$ cat config.mk
export PLATFORM = sky130hd
export DESIGN_NAME = pesd_decoder
export DESIGN_NICKNAME = d
export VERILOG_FILES = /design/src/hw/pesd_decoder.v
export VERILOG_INCLUDE_DIRS = /design/src /design/src/hw
export SDC_FILE = /design/constraint.sdc
export NUM_CORES = 1
export LEC_CHECK = 0
export ABC_AREA = 0
export BUFFER_PORTS_ARGS = -buffer_cell sky130_fd_sc_hd__buf_4
export CAP_MARGIN = 40
export CORE_AREA = 4 4 115 117
export DETAILED_ROUTE_END_ITERATION = 8
export DIE_AREA = 0 0 119 121
export PLACE_DENSITY = 0.66
export SYNTH_ARGS = -nofsm -noshare
export SYNTH_HDL_FRONTEND = slang
export SYNTH_SLANG_ARGS = --single-unit
$ cat constraint.sdc
create_clock -name hclk -period 2.9 [get_ports hclk]
set_clock_uncertainty 0.05 [all_clocks]
set_input_delay 0.29 -clock hclk [delete_from_list [all_inputs] [get_ports hclk]]
set_output_delay 0.29 -clock hclk [all_outputs]
set_load 0.01 [all_outputs]
$ cat src/hw/pesd_defines.vh
// Purpose: Constants for the performance event select decoder
// Assumes: Event codes and unit masks are 8 bits wide
// Notes:   Sub-field positions for scope and source masks are a local choice
`ifndef PESD_DEFINES_VH
`define PESD_DEFINES_VH
`define PESD_EV_PAGE_WALK   8'h0C
`define PESD_EV_FP_STACK    8'h10
`define PESD_EV_FP_MICROCODE_HELP   8'h11
`define PESD_EV_MUL         8'h12
`define PESD_EV_DIV         8'h13
`define PESD_EV_DIV_BUSY    8'h14
`define PESD_EV_L2_ADDR     8'h21
`define PESD_EV_L2_DATA     8'h22
`define PESD_EV_L2_FILL     8'h24
`define PESD_EV_L2_WB_IN    8'h25
`define PESD_EV_L2_EVICT    8'h26
`define PESD_EV_L2_DEVICT   8'h27
`define PESD_EV_LEVEL2_CODE_FETCHES   8'h28
`define PESD_UM_PAGE_WALK   8'h03
`define PESD_UM_EXEC        8'h01
`define PESD_UM_RETIRE      8'h81
// Largest increment a summed level-2 event may add in one cycle
`define PESD_INC_SAT        3'h2
// Unit mask fields for level-2 events
`define PESD_UM_BOTH_BIT    7
`define PESD_UM_SRC_DEM_BIT 4
`define PESD_UM_SRC_PF_BIT  5
`define PESD_UM_MESI_LO     0
`define PESD_UM_MESI_HI     3
// Address register offsets
`define PESD_ADDR_CTRL      4'h0
`define PESD_ADDR_STATUS    4'h4
`define PESD_ADDR_COUNT     4'h8
// Control register fields
`define PESD_CTRL_UMASK_LO  8
`define PESD_CTRL_UMASK_HI  15
`define PESD_CTRL_EVENT_LO  0
`define PESD_CTRL_EVENT_HI  7
`define PESD_CTRL_EDGE_BIT  16
`define PESD_CTRL_EN_BIT    17
`define PESD_CTRL_CLR_BIT   18
`define PESD_CTRL_RESET     19'h00000
`endif

$ cat src/hw/pesd_decoder.v
// Purpose: Decode event select and unit mask, produce a counter increment per cycle
// Assumes: Event sources are synchronous to hclk; AHB-Lite single word transfers
// Notes:   Holds one reference counter so software can observe the increment stream
//          Level-2 demand plus prefetch sums saturate at two per cycle
//
// How it works
// - Code 0CH, mask 03H with edge set adds one on each page walk start.
// - Same code and mask with edge clear adds one per cycle while a walk runs.
// - Code 10H counts stack FP compute micro-ops, executed at 01H, retired at 81H.
// - Code 11H with 01H or 81H counts FP operations needing microcode assist.
// - Code 12H counts integer and FP multiplies, executed at 01H, retired at 81H.
// - Code 13H counts divides and square roots, executed at 01H, retired at 81H.
// - Code 14H with mask 01H adds one every cycle the divider is busy.
// - Code 21H adds one each cycle the level-2 address bus carries an access.
// - Code 22H counts data-return cycles, two per full line request.
// - Code 24H counts level-2 fills with demand and prefetch sources selectable.
// - Code 25H adds one per modified line written back from level-1 data cache.
// - Code 26H counts level-2 evictions with demand and prefetch selectable.
// - Code 27H counts modified-line evictions from the level-2 cache.
// - Code 28H counts cacheable code line requests, qualified by line state.
// - For level-2 events the mask chooses local core only or both cores.
`timescale 1ns/1ps
`default_nettype none
`include "pesd_defines.vh"

module pesd_decoder #(
	parameter CNT_W = 32
) (
	input  wire        hclk,
	input  wire        hresetn,
	// Register bus
	input  wire        hsel,
	input  wire [31:0] haddr,
	input  wire [1:0]  htrans,
	input  wire        hwrite,
	input  wire [2:0]  hsize,
	input  wire [31:0] hwdata,
	input  wire        hready,
	output wire [31:0] hrdata,
	output wire        hreadyout,
	output wire        hresp,
	// Event sources, one bit per event per cycle, same clock
	input  wire        walk_start,
	input  wire        walk_busy,
	input  wire        fp_stack_ops_executed,
	input  wire        fp_stack_ops_retired,
	input  wire        fp_microcode_help,
	input  wire        fp_microcode_help_retired,
	input  wire        multiply_executed,
	input  wire        multiply_retired,
	input  wire        divide_executed,
	input  wire        divide_retired,
	input  wire        divider_busy,
	// Level-2 sources: bit 0 local core, bit 1 other core; level2_code_state is a four-bit line-state vector
	input  wire [1:0]  level2_addr_bus_cycles,
	input  wire [1:0]  level2_data_bus_cycles,
	input  wire [1:0]  level2_fills_demand,
	input  wire [1:0]  level2_fills_prefetch,
	input  wire [1:0]  level2_dirty_writebacks_in,
	input  wire [1:0]  level2_evict_demand,
	input  wire [1:0]  level2_evict_prefetch,
	input  wire [1:0]  level2_dirty_evict_demand,
	input  wire [1:0]  level2_dirty_evict_prefetch,
	input  wire [1:0]  level2_code_fetches,
	input  wire [3:0]  level2_code_state,
	// Counter side
	output wire [1:0]  count_inc,
	output wire [CNT_W-1:0] count_value
);

	reg  [7:0]       event_ff;
	reg  [7:0]       umask_ff;
	reg              edge_ff;
	reg              enable_ff;

	reg  [CNT_W-1:0] count_ff;
	reg  [1:0]       inc_ff;

	reg              wr_pend_ff;
	reg  [3:0]       addr_ff;
	reg  [31:0]      rdata_ff;
	reg  [31:0]      nxt_rdata;
	reg  [1:0]       nxt_inc;
	reg              hit;

	// Count of set bits among the selected cores; local core is bit 0
	function [1:0] scope_sum;
		input [1:0] ev;
		input       both;
		begin
			if (both) begin
				scope_sum = {1'b0, ev[0]} + {1'b0, ev[1]};
			end else begin
				scope_sum = {1'b0, ev[0]};
			end
		end
	endfunction

	// Demand and prefetch selection; both clear means both sources
	function [1:0] src_sum;
		input [1:0] dem;
		input [1:0] pf;
		input [7:0] um;
		reg         sel_d;
		reg         sel_p;
		reg   [1:0] d;
		reg   [1:0] p;
		reg   [2:0] total;
		begin
			sel_d = um[`PESD_UM_SRC_DEM_BIT] | ~um[`PESD_UM_SRC_PF_BIT];
			sel_p = um[`PESD_UM_SRC_PF_BIT] | ~um[`PESD_UM_SRC_DEM_BIT];
			d = sel_d ? scope_sum(dem, um[`PESD_UM_BOTH_BIT]) : 2'h0;
			p = sel_p ? scope_sum(pf, um[`PESD_UM_BOTH_BIT]) : 2'h0;
			// Sum kept three bits wide: two plus two must saturate, not wrap to zero
			total = {1'b0, d} + {1'b0, p};
			if (total > `PESD_INC_SAT)
				total = `PESD_INC_SAT;
			src_sum = total[1:0];
		end
	endfunction

	// Exec or retire source chosen by the mask; any other mask selects nothing
	function pick;
		input [7:0] um;
		input       ex_src;
		input       rt_src;
		begin
			pick = ((um == `PESD_UM_EXEC) & ex_src) | ((um == `PESD_UM_RETIRE) & rt_src);
		end
	endfunction

	// Level-2 mask fields
	wire       l2_both  = umask_ff[`PESD_UM_BOTH_BIT];
	wire [3:0] mesi_sel = umask_ff[`PESD_UM_MESI_HI:`PESD_UM_MESI_LO];
	wire       mesi_ok  = (mesi_sel == 4'h0) | (|(mesi_sel & level2_code_state));
	wire       ex_mask  = (umask_ff == `PESD_UM_EXEC);
	wire       rt_mask  = (umask_ff == `PESD_UM_RETIRE);

	// Bus decode
	wire       take     = hsel & hready & htrans[1];
	wire       ctrl_wr  = wr_pend_ff & (addr_ff == `PESD_ADDR_CTRL);

	// Decode of the selected pair into this cycle's increment
	always @* begin
		nxt_inc = 2'h0;
		hit = 1'b1;
		case (event_ff)
		`PESD_EV_PAGE_WALK: begin
			// Edge set counts walk starts, edge clear counts walk cycles
			if (umask_ff != `PESD_UM_PAGE_WALK)
				hit = 1'b0;
			else if (edge_ff)
				nxt_inc = {1'b0, walk_start};
			else
				nxt_inc = {1'b0, walk_busy};
		end
		`PESD_EV_FP_STACK: begin
			hit = ex_mask | rt_mask;
			nxt_inc = {1'b0, pick(umask_ff, fp_stack_ops_executed,
				fp_stack_ops_retired)};
		end
		`PESD_EV_FP_MICROCODE_HELP: begin
			hit = ex_mask | rt_mask;
			nxt_inc = {1'b0, pick(umask_ff, fp_microcode_help,
				fp_microcode_help_retired)};
		end
		`PESD_EV_MUL: begin
			hit = ex_mask | rt_mask;
			nxt_inc = {1'b0, pick(umask_ff, multiply_executed,
				multiply_retired)};
		end
		`PESD_EV_DIV: begin
			hit = ex_mask | rt_mask;
			nxt_inc = {1'b0, pick(umask_ff, divide_executed,
				divide_retired)};
		end
		`PESD_EV_DIV_BUSY: begin
			// Only the exec mask is defined for the busy-cycle count
			hit = ex_mask;
			nxt_inc = {1'b0, ex_mask & divider_busy};
		end

		// Level-2 events take any mask; the mask only picks scope, source and state
		`PESD_EV_L2_ADDR: begin
			nxt_inc = scope_sum(level2_addr_bus_cycles, l2_both);
		end
		`PESD_EV_L2_DATA: begin
			// Source pulses once per data cycle, so a full line gives two counts
			nxt_inc = scope_sum(level2_data_bus_cycles, l2_both);
		end
		`PESD_EV_L2_FILL: begin
			nxt_inc = src_sum(level2_fills_demand, level2_fills_prefetch,
				umask_ff);
		end
		`PESD_EV_L2_WB_IN: begin
			nxt_inc = scope_sum(level2_dirty_writebacks_in, l2_both);
		end
		`PESD_EV_L2_EVICT: begin
			nxt_inc = src_sum(level2_evict_demand, level2_evict_prefetch,
				umask_ff);
		end
		`PESD_EV_L2_DEVICT: begin
			nxt_inc = src_sum(level2_dirty_evict_demand, level2_dirty_evict_prefetch,
				umask_ff);
		end
		`PESD_EV_LEVEL2_CODE_FETCHES: begin
			// A state filter of zero means any line state
			nxt_inc = mesi_ok ? scope_sum(level2_code_fetches, l2_both)
				: 2'h0;
		end
		default: begin
			hit = 1'b0;
		end
		endcase
		// Enable off or an undefined pair gives no increment
		if (!hit || !enable_ff)
			nxt_inc = 2'h0;
	end

	// Registered increment keeps the counter path one flop away from sources
	always @(posedge hclk or negedge hresetn) begin
		if (!hresetn)
			inc_ff <= 2'h0;
		else
			inc_ff <= nxt_inc;
	end

	// Reference count; a clear wins over an increment landing in the same cycle
	always @(posedge hclk or negedge hresetn) begin
		if (!hresetn)
			count_ff <= {CNT_W{1'b0}};
		else if (ctrl_wr && hwdata[`PESD_CTRL_CLR_BIT])
			count_ff <= {CNT_W{1'b0}};
		else
			count_ff <= count_ff + {{(CNT_W-2){1'b0}}, inc_ff};
	end

	// Address phase captured here; its data phase follows one cycle later
	always @(posedge hclk or negedge hresetn) begin
		if (!hresetn) begin
			wr_pend_ff <= 1'b0;
			addr_ff <= 4'h0;
		end else begin
			wr_pend_ff <= take & hwrite;
			// Upper address bits are ignored, so the map repeats every sixteen bytes
			if (take)
				addr_ff <= haddr[3:0];
		end
	end

	// Status shows the live decode, so software can see that a pair was refused
	wire [2:0] status_bits = {hit, inc_ff};

	always @* begin
		case (haddr[3:0])
		`PESD_ADDR_CTRL:
			nxt_rdata = {14'h0000, enable_ff, edge_ff, umask_ff, event_ff};
		`PESD_ADDR_STATUS:
			nxt_rdata = {29'h00000000, status_bits};
		// Low word only, should the counter be made wider than the bus
		`PESD_ADDR_COUNT:
			nxt_rdata = count_ff[31:0];
		default:
			nxt_rdata = 32'h00000000;
		endcase
	end

	// Read data is taken in the address phase and stands until the next read
	always @(posedge hclk or negedge hresetn) begin
		if (!hresetn)
			rdata_ff <= 32'h00000000;
		else if (take && !hwrite)
			rdata_ff <= nxt_rdata;
	end

	// The edge bit is plain software state; software clears it to pick walk duration
	always @(posedge hclk or negedge hresetn) begin
		if (!hresetn) begin
			event_ff <= 8'h00;
			umask_ff <= 8'h00;
			edge_ff <= 1'b0;
			enable_ff <= 1'b0;
		end else if (ctrl_wr) begin
			event_ff <= hwdata[`PESD_CTRL_EVENT_HI:`PESD_CTRL_EVENT_LO];
			umask_ff <= hwdata[`PESD_CTRL_UMASK_HI:`PESD_CTRL_UMASK_LO];
			edge_ff <= hwdata[`PESD_CTRL_EDGE_BIT];
			enable_ff <= hwdata[`PESD_CTRL_EN_BIT];
		end
	end

	// Zero-wait slave: every transfer is answered at once with OKAY
	assign hrdata = rdata_ff;
	assign hreadyout = 1'b1;
	assign hresp = 1'b0;
	assign count_inc = inc_ff;
	assign count_value = count_ff;

endmodule

`default_nettype wire

==> summary.txt, run 1 <==
Outcome
  • Status: finished clean

Layout
  • Nets@finish: 725
  • Ant diodes: 0
  • Area Overhead vs Synth: 29.7%
  • Post-route cell area: roughly 0.0062 mm2
  • Share of cells above drive strength 1: around 30%

Critical path
  • Crit path top cell by count: o21ai_0
  • Critical setup path kind: register to register
  • Worst-path maximum fanout: 16
  • Startpoint types: register
  • Worst path top cell family by delay: adder cells
  • CP arrival: between 2 and 3 ns
  • CP Buf/Inv Count: 1
  • Critical Path RT: slightly above 3 ns
  • Slowest cell delay on critical path: about 0.58 ns
  • Crit end category: register
  • CP max stage cell: fa_1
  • Worst path cell trace: buf_4 -> nand3_1 -> fa_1 -> nand2_1 -> o21ai_0 -> o21ai_0 -> a32oi_1 -> nor2_1

Drt
  • Initial DRC Count: about 220
  • Drt total wl: roughly 13 mm
  • DR vias: approximately 4000
  • # DRC: 0
  • Avg WL per Cell: between 15 and 20 um
  • Via/cell ratio: ~5.2
  • DRT Pass-1 Iters: 4
  • ANT nets after route: 0

Logic synthesis
  • Synth Register Bits: slightly below 90
  • YS warnings: 0
  • Mapped Cells: ~480
  • Register area share after synthesis: 46.4%
  • Syn Nets: ~600
  • Syn Std Cell Area: around 0.0048 mm2
  • Library cells used by synthesis: 52
  • FFs w/ async S/R, synth: between 90% and 100%
  • Post-synth EDFFs: 0
  • Main synth FF type: dfrtp_1
  • Synth Area per Inst: roughly 10 um2

GRT
  • Largest net degree at the start of global routing: 48
  • First-pass GRT wire length: 21.0 mm
  • Grt ovf: 0
  • Vias in the first global route: 4105
  • Initial antenna violation count: 0
  • Tot GR Track Use: a little under a fifth

CTS
  • Setup bufs post-CTS: 0
  • Clock buffer depth: 2
  • H-Tree Depth: 3
  • Root buf cell: clkbuf_16
  • CTS tree: yes
  • Skew-Pair Late Insertion Delay: 0.34 ns
  • Clock slew at reported path FFs: approximately 0.070 ns
  • Clk sinks: between 80 and 90
  • CTS-repair resized insts: 0
  • Total CTS buffers: 9

Pwr
  • P_leak: approximately 2.7 nW
  • Peak VDD IR: 0.000259 V
  • Cell Pwr Density: about 670 mW/mm2

Min path
  • HP Class: primary input to register

Timing
  • Final hold violation count: 0
  • RSZ-0062 raised after global routing: false
  • Final worst path period share: 81.8%
  • Tightest Pin Transition: slightly above 0.7 ns
  • Max Clk Rate: between 400 and 500 MHz
  • Max Slew Vio Count: 0
  • Setup_tns: 0 ns
  • Relative slew slack: around half
  • Final setup viols: 0
  • Period minus WS final: 2.37 ns

Flow run
  • Maxcap violations: 0

Placement
  • GP Congestion: between 0.8 and 0.9
  • Post-DP Area: about 0.0059 mm2
  • # port buffers: about 130
  • Dpl hpwl: between 9 and 10 mm

Floorplanning
  • Rows: 41
  • Initial Util: about two fifths
  • Die area: around 0.014 mm2
  • DIE HEIGHT: about 120 um
  • Die Wd: between 100 and 150 um
  • IO Pins: 177
  • Core area: between 0.01 and 0.015 mm2
layout make-up:
class | count | area (um2)
multi-input cells | 353 | 2400
well taps | 172 | 215
fillers | 1119 | 6130
repair buffers | 137 | 1040
clock inverters | 6 | 90.1
inverters | 7 | 26.3
clock buffers | 10 | 229
flip-flops and latches | 89 | 2230
state kept, by name (all words and copies together), names as in the netlist:
name and flops:
addr_ff 4, count_inc 2, count_value 32, edge_ff 1, enable_ff 1, event_ff 8
hrdata 32, umask_ff 8, wr_pend_ff 1
cell usage in the layout (no fill, tap or decap), types with 15 or more instances in the layout:
master and n:
mux2_2 22, o21ai_0 38, a22oi_1 16, xor2_1 28
nor2_1 44, ha_1 15, nand3_1 21, buf_4 135
dfrtp_1 89, nand4_1 17, nand2_1 61
Yosys cell counts (6+ instances only):
| master | number | area share (%) |
|---|---|---|
| xor2_1 | 28 | 5.1 |
| mux2_2 | 22 | 5.2 |
| inv_1 | 7 | 0.55 |
| nor2b_1 | 8 | 1.0 |
| nor2_1 | 44 | 3.4 |
| mux2i_1 | 12 | 2.5 |
| o21ai_0 | 38 | 4.0 |
| dfrtp_1 | 89 | 46 |
| nand4_1 | 17 | 2.2 |
| and2_1 | 6 | 0.78 |
| and3_1 | 8 | 1.0 |
| clkbuf_1 | 14 | 1.1 |
| a22oi_1 | 16 | 2.5 |
| ha_1 | 15 | 3.9 |
| nand3_1 | 21 | 2.2 |
| buf_2 | 9 | 0.94 |
| nand2_1 | 61 | 4.8 |
routing by layer:
| layer | up-vias | routed length [um] | global-route usage (%) |
|---|---|---|---|
| met5 | - | 0 | 0 |
| met4 | 0 | 258 | 6.88 |
| met3 | 19 | 694 | 3.64 |
| met2 | 119 | 6160 | 29.7 |
| met1 | 1957 | 5480 | 23.7 |
| li1 | 1928 | - | - |
worst reg2reg max path: stages (launching register included):
cell,delay (ns)
dfrtp_1,0.55
buf_4,0.31
nand3_1,0.15
fa_1,0.58
nand2_1,0.06
o21ai_0,0.13
o21ai_0,0.09
a32oi_1,0.27
nor2_1,0.06
power by group:
| part | internal [mW] | switching (mW) |
|---|---|---|
| clock | 0.761 | 0.490 |
| sequential | 1.44 | 0.351 |
| combinational | 0.575 | 0.551 |
cells by family after synthesis:
kind of cell,after synthesis,share of synthesized area (%)
muxes,36,8.60
xor gates and xnor gates,30,5.47
AOI/OAI and AO/OA,77,10.0
buffers and inverters,37,3.83
DFF,89,46.4
and+or+nand+nor,189,20.0
adders and majority gates,19,5.58
other,2,0.156
path summary, 6_finish.rpt:
| path | startpoint | endpoint | slack [ns] | cells after the start |
|---|---|---|---|---|
| min in group asynchronous | hresetn | hrdata[30] | 0.45 | 2 |
| hold / removal | hwdata[2] | event_ff[2] | 0.11 | 3 |
| setup / recovery | umask_ff[7] | count_inc[1] | 0.53 | 8 |
| hold reg to reg | hrdata[19] | hrdata[19] | 0.43 | 2 |
| setup reg to reg | umask_ff[7] | count_inc[1] | 0.53 | 8 |
| max in group asynchronous | hresetn | count_value[1] | 1.67 | 3 |
metrics by stage:
stage / util (%) / worst slack [ns] / hold slack (ns) / cells / power, mW
final: 50.4 / 0.527 / 0.113 / 774 / 4.17
after global placement: 47.7 / 0.566 / 0.292 / 757 / 2.91
after global routing: 50.4 / 0.355 / 0.123 / 774 / 4.44
after CTS: 50.4 / 0.504 / 0.103 / 774 / 4.22
after detailed placement: 47.7 / 0.520 / 0.299 / 757 / 2.95
after floorplan: - / 0.440 / -0.0556 / 479 / 2.44
repair_timing:
action | CTS | global route
hold buffers | 1 | 0
endpoints found under the hold margin | 46 | 0
endpoints found under the setup margin | 0 | 0
No activity file was read; power rests on OpenSTA's default activity.
==> inputs of run 2 (changes only) <==
ABC_AREA = 1   (was 0)
CORE_AREA = 4 4 119 121   (was 4 4 115 117)
DIE_AREA = 0 0 123 125   (was 0 0 119 121)
PLACE_DENSITY = 0.65   (was 0.66)
clock period = 2.5 ns   (was 2.9 ns; I/O delays follow)
==> summary.txt, run 2 <==
Critical path
  • Worst r2r dst: count_inc[0]
  • R2R Setup Slk: 0.18 ns (-0.35 ns)
  • FF-to-FF Start: umask_ff[5]
  • Critical Path RT: 2.68 ns (-0.38 ns)
  • CP arrival: 2.50 ns (-0.04 ns)
  • Critical setup path kind: register to register
  • Crit path from: umask_ff[5]
  • Worst-path maximum fanout: 4 (-12)
  • Reg2reg path depth: 14 (+6)
  • Startpoint types: register
  • Crit end category: register

Drt
  • # DRC: 0 (unchanged)
  • Initial DRC Count: 435 (+95%)
  • DRT Pass-1 Iters: 5 (+1)
  • Via/cell ratio: 4.96 (-4.5%)
  • Avg WL per Cell: 15.1 um (-7.2%)
  • DR vias: 5053 (+26%)
  • Drt total wl: 15.4 mm (+22%)
  • ANT nets after route: 0 (unchanged)

Logic synthesis
  • Area share of the largest cell type after synthesis: 43.3% (-3.1 points)
  • Commonest cells post-synth: 215 x nand2_1, 90 x nor2_1, 89 x dfrtp_1, 76 x inv_1, 50 x o21ai_0
  • Syn Nets: 831 (+37%)
  • Count leader, synth: nand2_1
  • Library cells used by synthesis: 33 (-37%)
  • Syn Std Cell Area: 0.00514 mm2 (+7.1%)
  • Mapped Cells: 703 (+47%)
  • Register area share after synthesis: 43.3% (-3.1 points)
  • Synth Area per Inst: 7.31 um2 (-27%)
  • Synth Register Bits: 89 (unchanged)
  • Synth top area cells: dfrtp_1 43%, nand2_1 16%, nor2_1 6.6%
  • Post-synth EDFFs: 0 (unchanged)
  • FFs w/ async S/R, synth: 100% (unchanged)
  • Main synth FF type: dfrtp_1
  • YS warnings: 0 (unchanged)
  • Largest area contributor in the netlist: dfrtp_1

CTS
  • Clock slew at reported path FFs: 0.06 ns (about the same)
  • CTS tree: yes
  • Root buf cell: clkbuf_16
  • Hold Buf Count CTS: 1 (unchanged)
  • Setup bufs post-CTS: 0 (unchanged)
  • H-Tree Depth: 3 (unchanged)
  • CTS-repair resized insts: 0 (unchanged)
  • Total CTS buffers: 9 (unchanged)
  • Clk sinks: 89 (unchanged)
  • Skew-Pair Late Insertion Delay: 0.34 ns (about the same)
  • Clock buffer depth: 2 (unchanged)

Min path
  • Worst hold path depth: 3 (unchanged)
  • HP Class: primary input to register
  • Hold Startpoint: hwdata[0]
  • Worst Hold Path EP: event_ff[0]

GRT
  • Tot GR Track Use: 20.1% (+2.0 points)
  • Grt ovf: 0 (unchanged)
  • Initial antenna violation count: 0 (unchanged)
  • First-pass GRT wire length: 24.4 mm (+16%)
  • Vias in the first global route: 4879 (+19%)
  • Largest net degree at the start of global routing: 63 (+31%)

Outcome
  • Status: finished clean

Layout
  • Commonest non-fill, non-tap cell in the layout: nand2_1
  • Ant diodes: 0 (unchanged)
  • Footprint of the multi-input gates: 0.00253 mm2 (+5.6%)
  • Most frequent cells in the layout: 215 x nand2_1, 140 x buf_4, 90 x nor2_1
  • Fill cells: 1322 (+18%)
  • Share of cells above drive strength 1: 20.7% (-9.6 points)
  • Nets@finish: 965 (+33%)
  • Layout Cells excl Fill: 1018 (+32%)
  • Sequential cell area: 0.00223 mm2 (unchanged)
  • Layout Utilization: 50.9% (+0.55 points)
  • Area Overhead vs Synth: 29.6% (about the same)

Floorplanning
  • Rows: 42 (+2.4%)
  • Initial Util: 39.3% (+0.46 points)
  • Die area: 0.0154 mm2 (+6.8%)
  • Die Wd: 123 um (+3.4%)
  • IO Pins: 177 (unchanged)
  • Core area: 0.0131 mm2 (+5.8%)
  • DIE HEIGHT: 125 um (+3.3%)

Pwr
  • Power, Total: 4.89 mW (+17%)
  • Cell Pwr Density: 734 mW/mm2 (+9.7%)
  • P_leak: 3.36 nW (+23%)
  • Peak VDD IR: 0.000320 V (+24%)

Timing
  • Max Clk Rate: 431 MHz (+2.2%)
  • Final hold violation count: 0 (unchanged)
  • Worst hold-check slack: 0.0657 ns (-0.0472 ns)
  • Setup_tns: 0 ns (unchanged)
  • Final worst path period share: 92.9% (+11 points)
  • Final setup viols: 0 (unchanged)
  • Period minus WS final: 2.32 ns (-0.0517 ns)
  • RSZ-0062 raised after global routing: false
  • Max Slew Vio Count: 0 (unchanged)

Placement
  • Dpl cells: 1001 (+32%)
  • # port buffers: 129 (unchanged)
  • Dpl hpwl: 11.7 mm (+24%)
  • GP Congestion: 0.898 (+1.9%)

Flow run
  • Maxcap violations: 0 (unchanged)
run 2: kinds of logic after synthesis:
family,share of synthesized area [%]
adders and majority gates,5.21
xor gates and xnor gates,2.04
buffers and inverters,7.59
and+or+nand+nor,32.3
AOI/OAI and AO/OA,8.61
DFF,43.3
other,0.146
muxes,0.827
run 2: stage by stage:
step	setup WS, ns	instance area [um2]
after global routing	0.0668	6660
final	0.179	6660
after floorplan	0.274	5140
after detailed placement	0.207	6350
after global placement	0.193	6350
after CTS	0.185	6660
run 2: area by class of cell:
| type | instances | area share (%) |
|---|---|---|
| Clock buffer | 10 | 3.59 |
| Clock inverter | 6 | 0.976 |
| Inverter | 80 | 4.51 |
| Multi-Input combinational cell | 515 | 38.0 |
| Sequential cell | 89 | 33.4 |
| Tap cell | 176 | 3.30 |
| Timing Repair Buffer | 142 | 16.2 |
run 2: worst max-delay path by stage:
stage | to | slack (ns)
6_report | count_inc[0] | 0.18
5_1_grt | count_inc[0] | 0.07
4_1_cts | count_inc[0] | 0.19
3_5_place_dp | count_inc[0] | 0.21
3_3_place_gp | count_inc[0] | 0.19
2_1_floorplan | count_inc[0] | 0.27
run 2: routing by layer:
layer / vias to the layer above / part of all wire [%] / global-route usage (%)
li1: 2512 / - / -
met2: 159 / 48 / 33.0
met3: 18 / 6.7 / 4.25
met4: 0 / 1.6 / 5.28
met5: - / 0 / 0
met1: 2364 / 44 / 27.0
run 2: report_power, final:
part           internal (mW)  switching (mW)  leakage (nW)
combinational          0.586           0.908          2.09
sequential              1.72           0.286          1.13
clock                  0.804           0.594         0.149
total                   3.11            1.79          3.36
run 2: worst max-delay path, cell delays in order, from the launching register on:
cell     delay, ns
dfrtp_1       0.36
inv_1         0.08
nor2_1        0.32
a21oi_1       0.08
ha_1          0.21
inv_1         0.06
fa_1          0.41
nand2_1       0.09
nor2_1        0.04
nand3_1       0.08
nand2_1       0.06
nor2_1        0.11
nand3_1       0.08
nor2_1        0.12
nor2_1        0.05
==> inputs of run 3 (changes only) <==
==> constraint.sdc (replaced) <==
create_clock -name hclk -period 2.5 [get_ports hclk]
set_clock_uncertainty 0.05 [all_clocks]
set_input_delay 0.375 -clock hclk [delete_from_list [all_inputs] [get_ports hclk]]
set_output_delay 0.375 -clock hclk [all_outputs]
set_load 0.01 [all_outputs]
==> summary.txt, run 3 (synthesis gave the netlist of run 2 again) <==
Outcome
  • Status: finished with violations
  • Failing checks: hold timing

Critical path
  • Critical setup path kind: register to register
  • Slowest cell delay on critical path: 0.41 ns (about the same)
  • Startpoint types: register
  • Crit path top cell by count: nor2_1
  • Worst-path maximum fanout: 4 (unchanged)
  • Crit end category: register
  • Critical Path RT: 2.68 ns (about the same)
  • R2R Setup Slk: 0.12 ns (-0.06 ns)
  • Worst path cell trace: inv_1 -> nor2_1 -> a21oi_1 -> ha_1 -> inv_1 -> fa_1 -> nand2_1 -> nor2_1 -> nand3_1 -> nand2_1 -> nor2_1 -> nand3_1 -> nor2_1 -> nor2_1
  • CP arrival: 2.56 ns (+0.06 ns)
  • Worst r2r dst: count_inc[0]
  • CP max stage cell: fa_1
  • FF-to-FF Start: umask_ff[5]
  • Reg2reg path depth: 14 (unchanged)

Min path
  • HP Class: primary input to async pin

CTS
  • CTS-repair resized insts: 0 (unchanged)
  • Hold Buf Count CTS: 0 (-1)
  • Skew-Pair Late Insertion Delay: 0.34 ns (about the same)
  • Root buf cell: clkbuf_16
  • Total CTS buffers: 9 (unchanged)
  • Clock buffer depth: 2 (unchanged)
  • CTS tree: yes
  • Clock slew at reported path FFs: 0.07 ns (about the same)
  • Setup bufs post-CTS: 0 (unchanged)
  • H-Tree Depth: 3 (unchanged)
  • Clk sinks: 89 (unchanged)

Timing
  • Setup_tns: 0 ns (unchanged)
  • Max Clk Rate: 420 MHz (-2.6%)
  • Relative slew slack: roughly 56%
  • RSZ-0062 raised after global routing: false
  • Final worst path period share: 95.3% (+2.4 points)
  • Final setup viols: 0 (unchanged)
  • Period minus WS final: 2.38 ns (+0.0611 ns)
  • Worst hold-check slack: -0.00199 ns (-0.0677 ns)
  • Max Slew Vio Count: 0 (unchanged)
  • Tightest Pin Transition: 0.660 ns
  • Final hold violation count: 3 (+3)

Pwr
  • Peak VDD IR: 0.000443 V (+38%)
  • P_leak: 3.34 nW (-0.70%)
  • Cell Pwr Density: 722 mW/mm2 (-1.7%)

Drt
  • Via/cell ratio: 4.93 (-0.75%)
  • # DRC: 0 (unchanged)
  • Initial DRC Count: 392 (-9.9%)
  • DR vias: 5005 (-0.95%)
  • Avg WL per Cell: 15.1 um (-0.30%)
  • Drt total wl: 15.3 mm (-0.49%)
  • DRT Pass-1 Iters: 5 (unchanged)
  • ANT nets after route: 0 (unchanged)

GRT
  • First-pass GRT wire length: 24.9 mm (+2.3%)
  • Initial antenna violation count: 0 (unchanged)
  • Vias in the first global route: 4993 (+2.3%)
  • Tot GR Track Use: 20.5% (+0.35 points)
  • Grt ovf: 0 (unchanged)
  • Largest net degree at the start of global routing: 51 (-19%)

Layout
  • Area Overhead vs Synth: 28.9%
  • Ant diodes: 0 (unchanged)
  • Nets@finish: 964 (-0.10%)
  • Share of cells above drive strength 1: 20.6% (-0.070 points)
  • Post-route cell area: 0.00663 mm2 (-0.53%)
  • Most frequent cells in the layout: 215 x nand2_1, 140 x buf_4, 90 x nor2_1
  • Commonest non-fill, non-tap cell in the layout: nand2_1

Placement
  • # port buffers: 129 (unchanged)
  • Post-DP Area: 0.00635 mm2 (unchanged)
  • GP Congestion: 0.896 (-0.14%)
  • Dpl hpwl: 11.9 mm (+1.1%)

Floorplanning
  • DIE HEIGHT: 125 um (unchanged)
  • Die area: 0.0154 mm2 (unchanged)
  • Initial Util: 39.3% (unchanged)
  • Core area: 0.0131 mm2 (unchanged)
  • Rows: 42 (unchanged)
  • IO Pins: 177 (unchanged)
  • Die Wd: 123 um (unchanged)

Flow run
  • Maxcap violations: 0 (unchanged)
==> run 3: routing by layer <==
| metal | track usage, % | part of all wire (%) |
|---|---|---|
| met1 | 28.0 | 45 |
| met2 | 33.9 | 48 |
| met3 | 3.57 | 6.2 |
| met4 | 4.82 | 1.1 |
| met5 | 0 | 0 |
==> run 3: layout make-up <==
class | count | area, um2
Clock buffer | 10 | 239
Clock inverter | 5 | 40.0
Sequential cell | 89 | 2230
Timing Repair Buffer | 141 | 1070
Fill cell | 1307 | 6460
Tap cell | 176 | 220
Inverter | 80 | 300
Multi-Input combinational cell | 515 | 2530
==> run 3: report_power, final <==
group	total [mW]	internal, mW	switching [mW]
Clock	1.29	0.703	0.585
Sequential	2.01	1.72	0.289
Combinational	1.49	0.591	0.902
==> run 3: worst max-delay path, delay by kind of cell, from the launching register on <==
family / cells / cell delay, ns
buffers and inverters: 2 / 0.16
DFF: 1 / 0.36
AOI/OAI and AO/OA: 1 / 0.09
adders and majority gates: 2 / 0.62
and+or+nand+nor: 9 / 1.01
==> run 3: how the worst max path moves through the flow <==
stage	startpoint	endpoint	depth (start not counted)
floorplan	umask_ff[7]	count_inc[0]	15
global placement	level2_evict_demand[0]	count_inc[0]	15
detailed placement	level2_evict_demand[0]	count_inc[0]	15
CTS	umask_ff[5]	count_inc[0]	14
global route	umask_ff[4]	count_inc[0]	14
finish	umask_ff[5]	count_inc[0]	14
==> run 3: metrics by stage <==
| stage | setup slack (ns) | power (mW) | utilization, % | instances | hold slack, ns |
|---|---|---|---|---|---|
| finish | 0.118 | 4.79 | 50.7 | 1016 | -0.00199 |
| detailed placement | 0.0562 | 3.52 | 48.5 | 1001 | 0.401 |
| floorplan | 0.274 | 2.84 | - | 703 | 0.0294 |
| CTS | 0.141 | 4.82 | 50.7 | 1016 | 0.0323 |
| global route | 0.0153 | 5.13 | 50.7 | 1016 | 0.0660 |
| global placement | 0.0752 | 3.51 | 48.5 | 1001 | 0.403 |
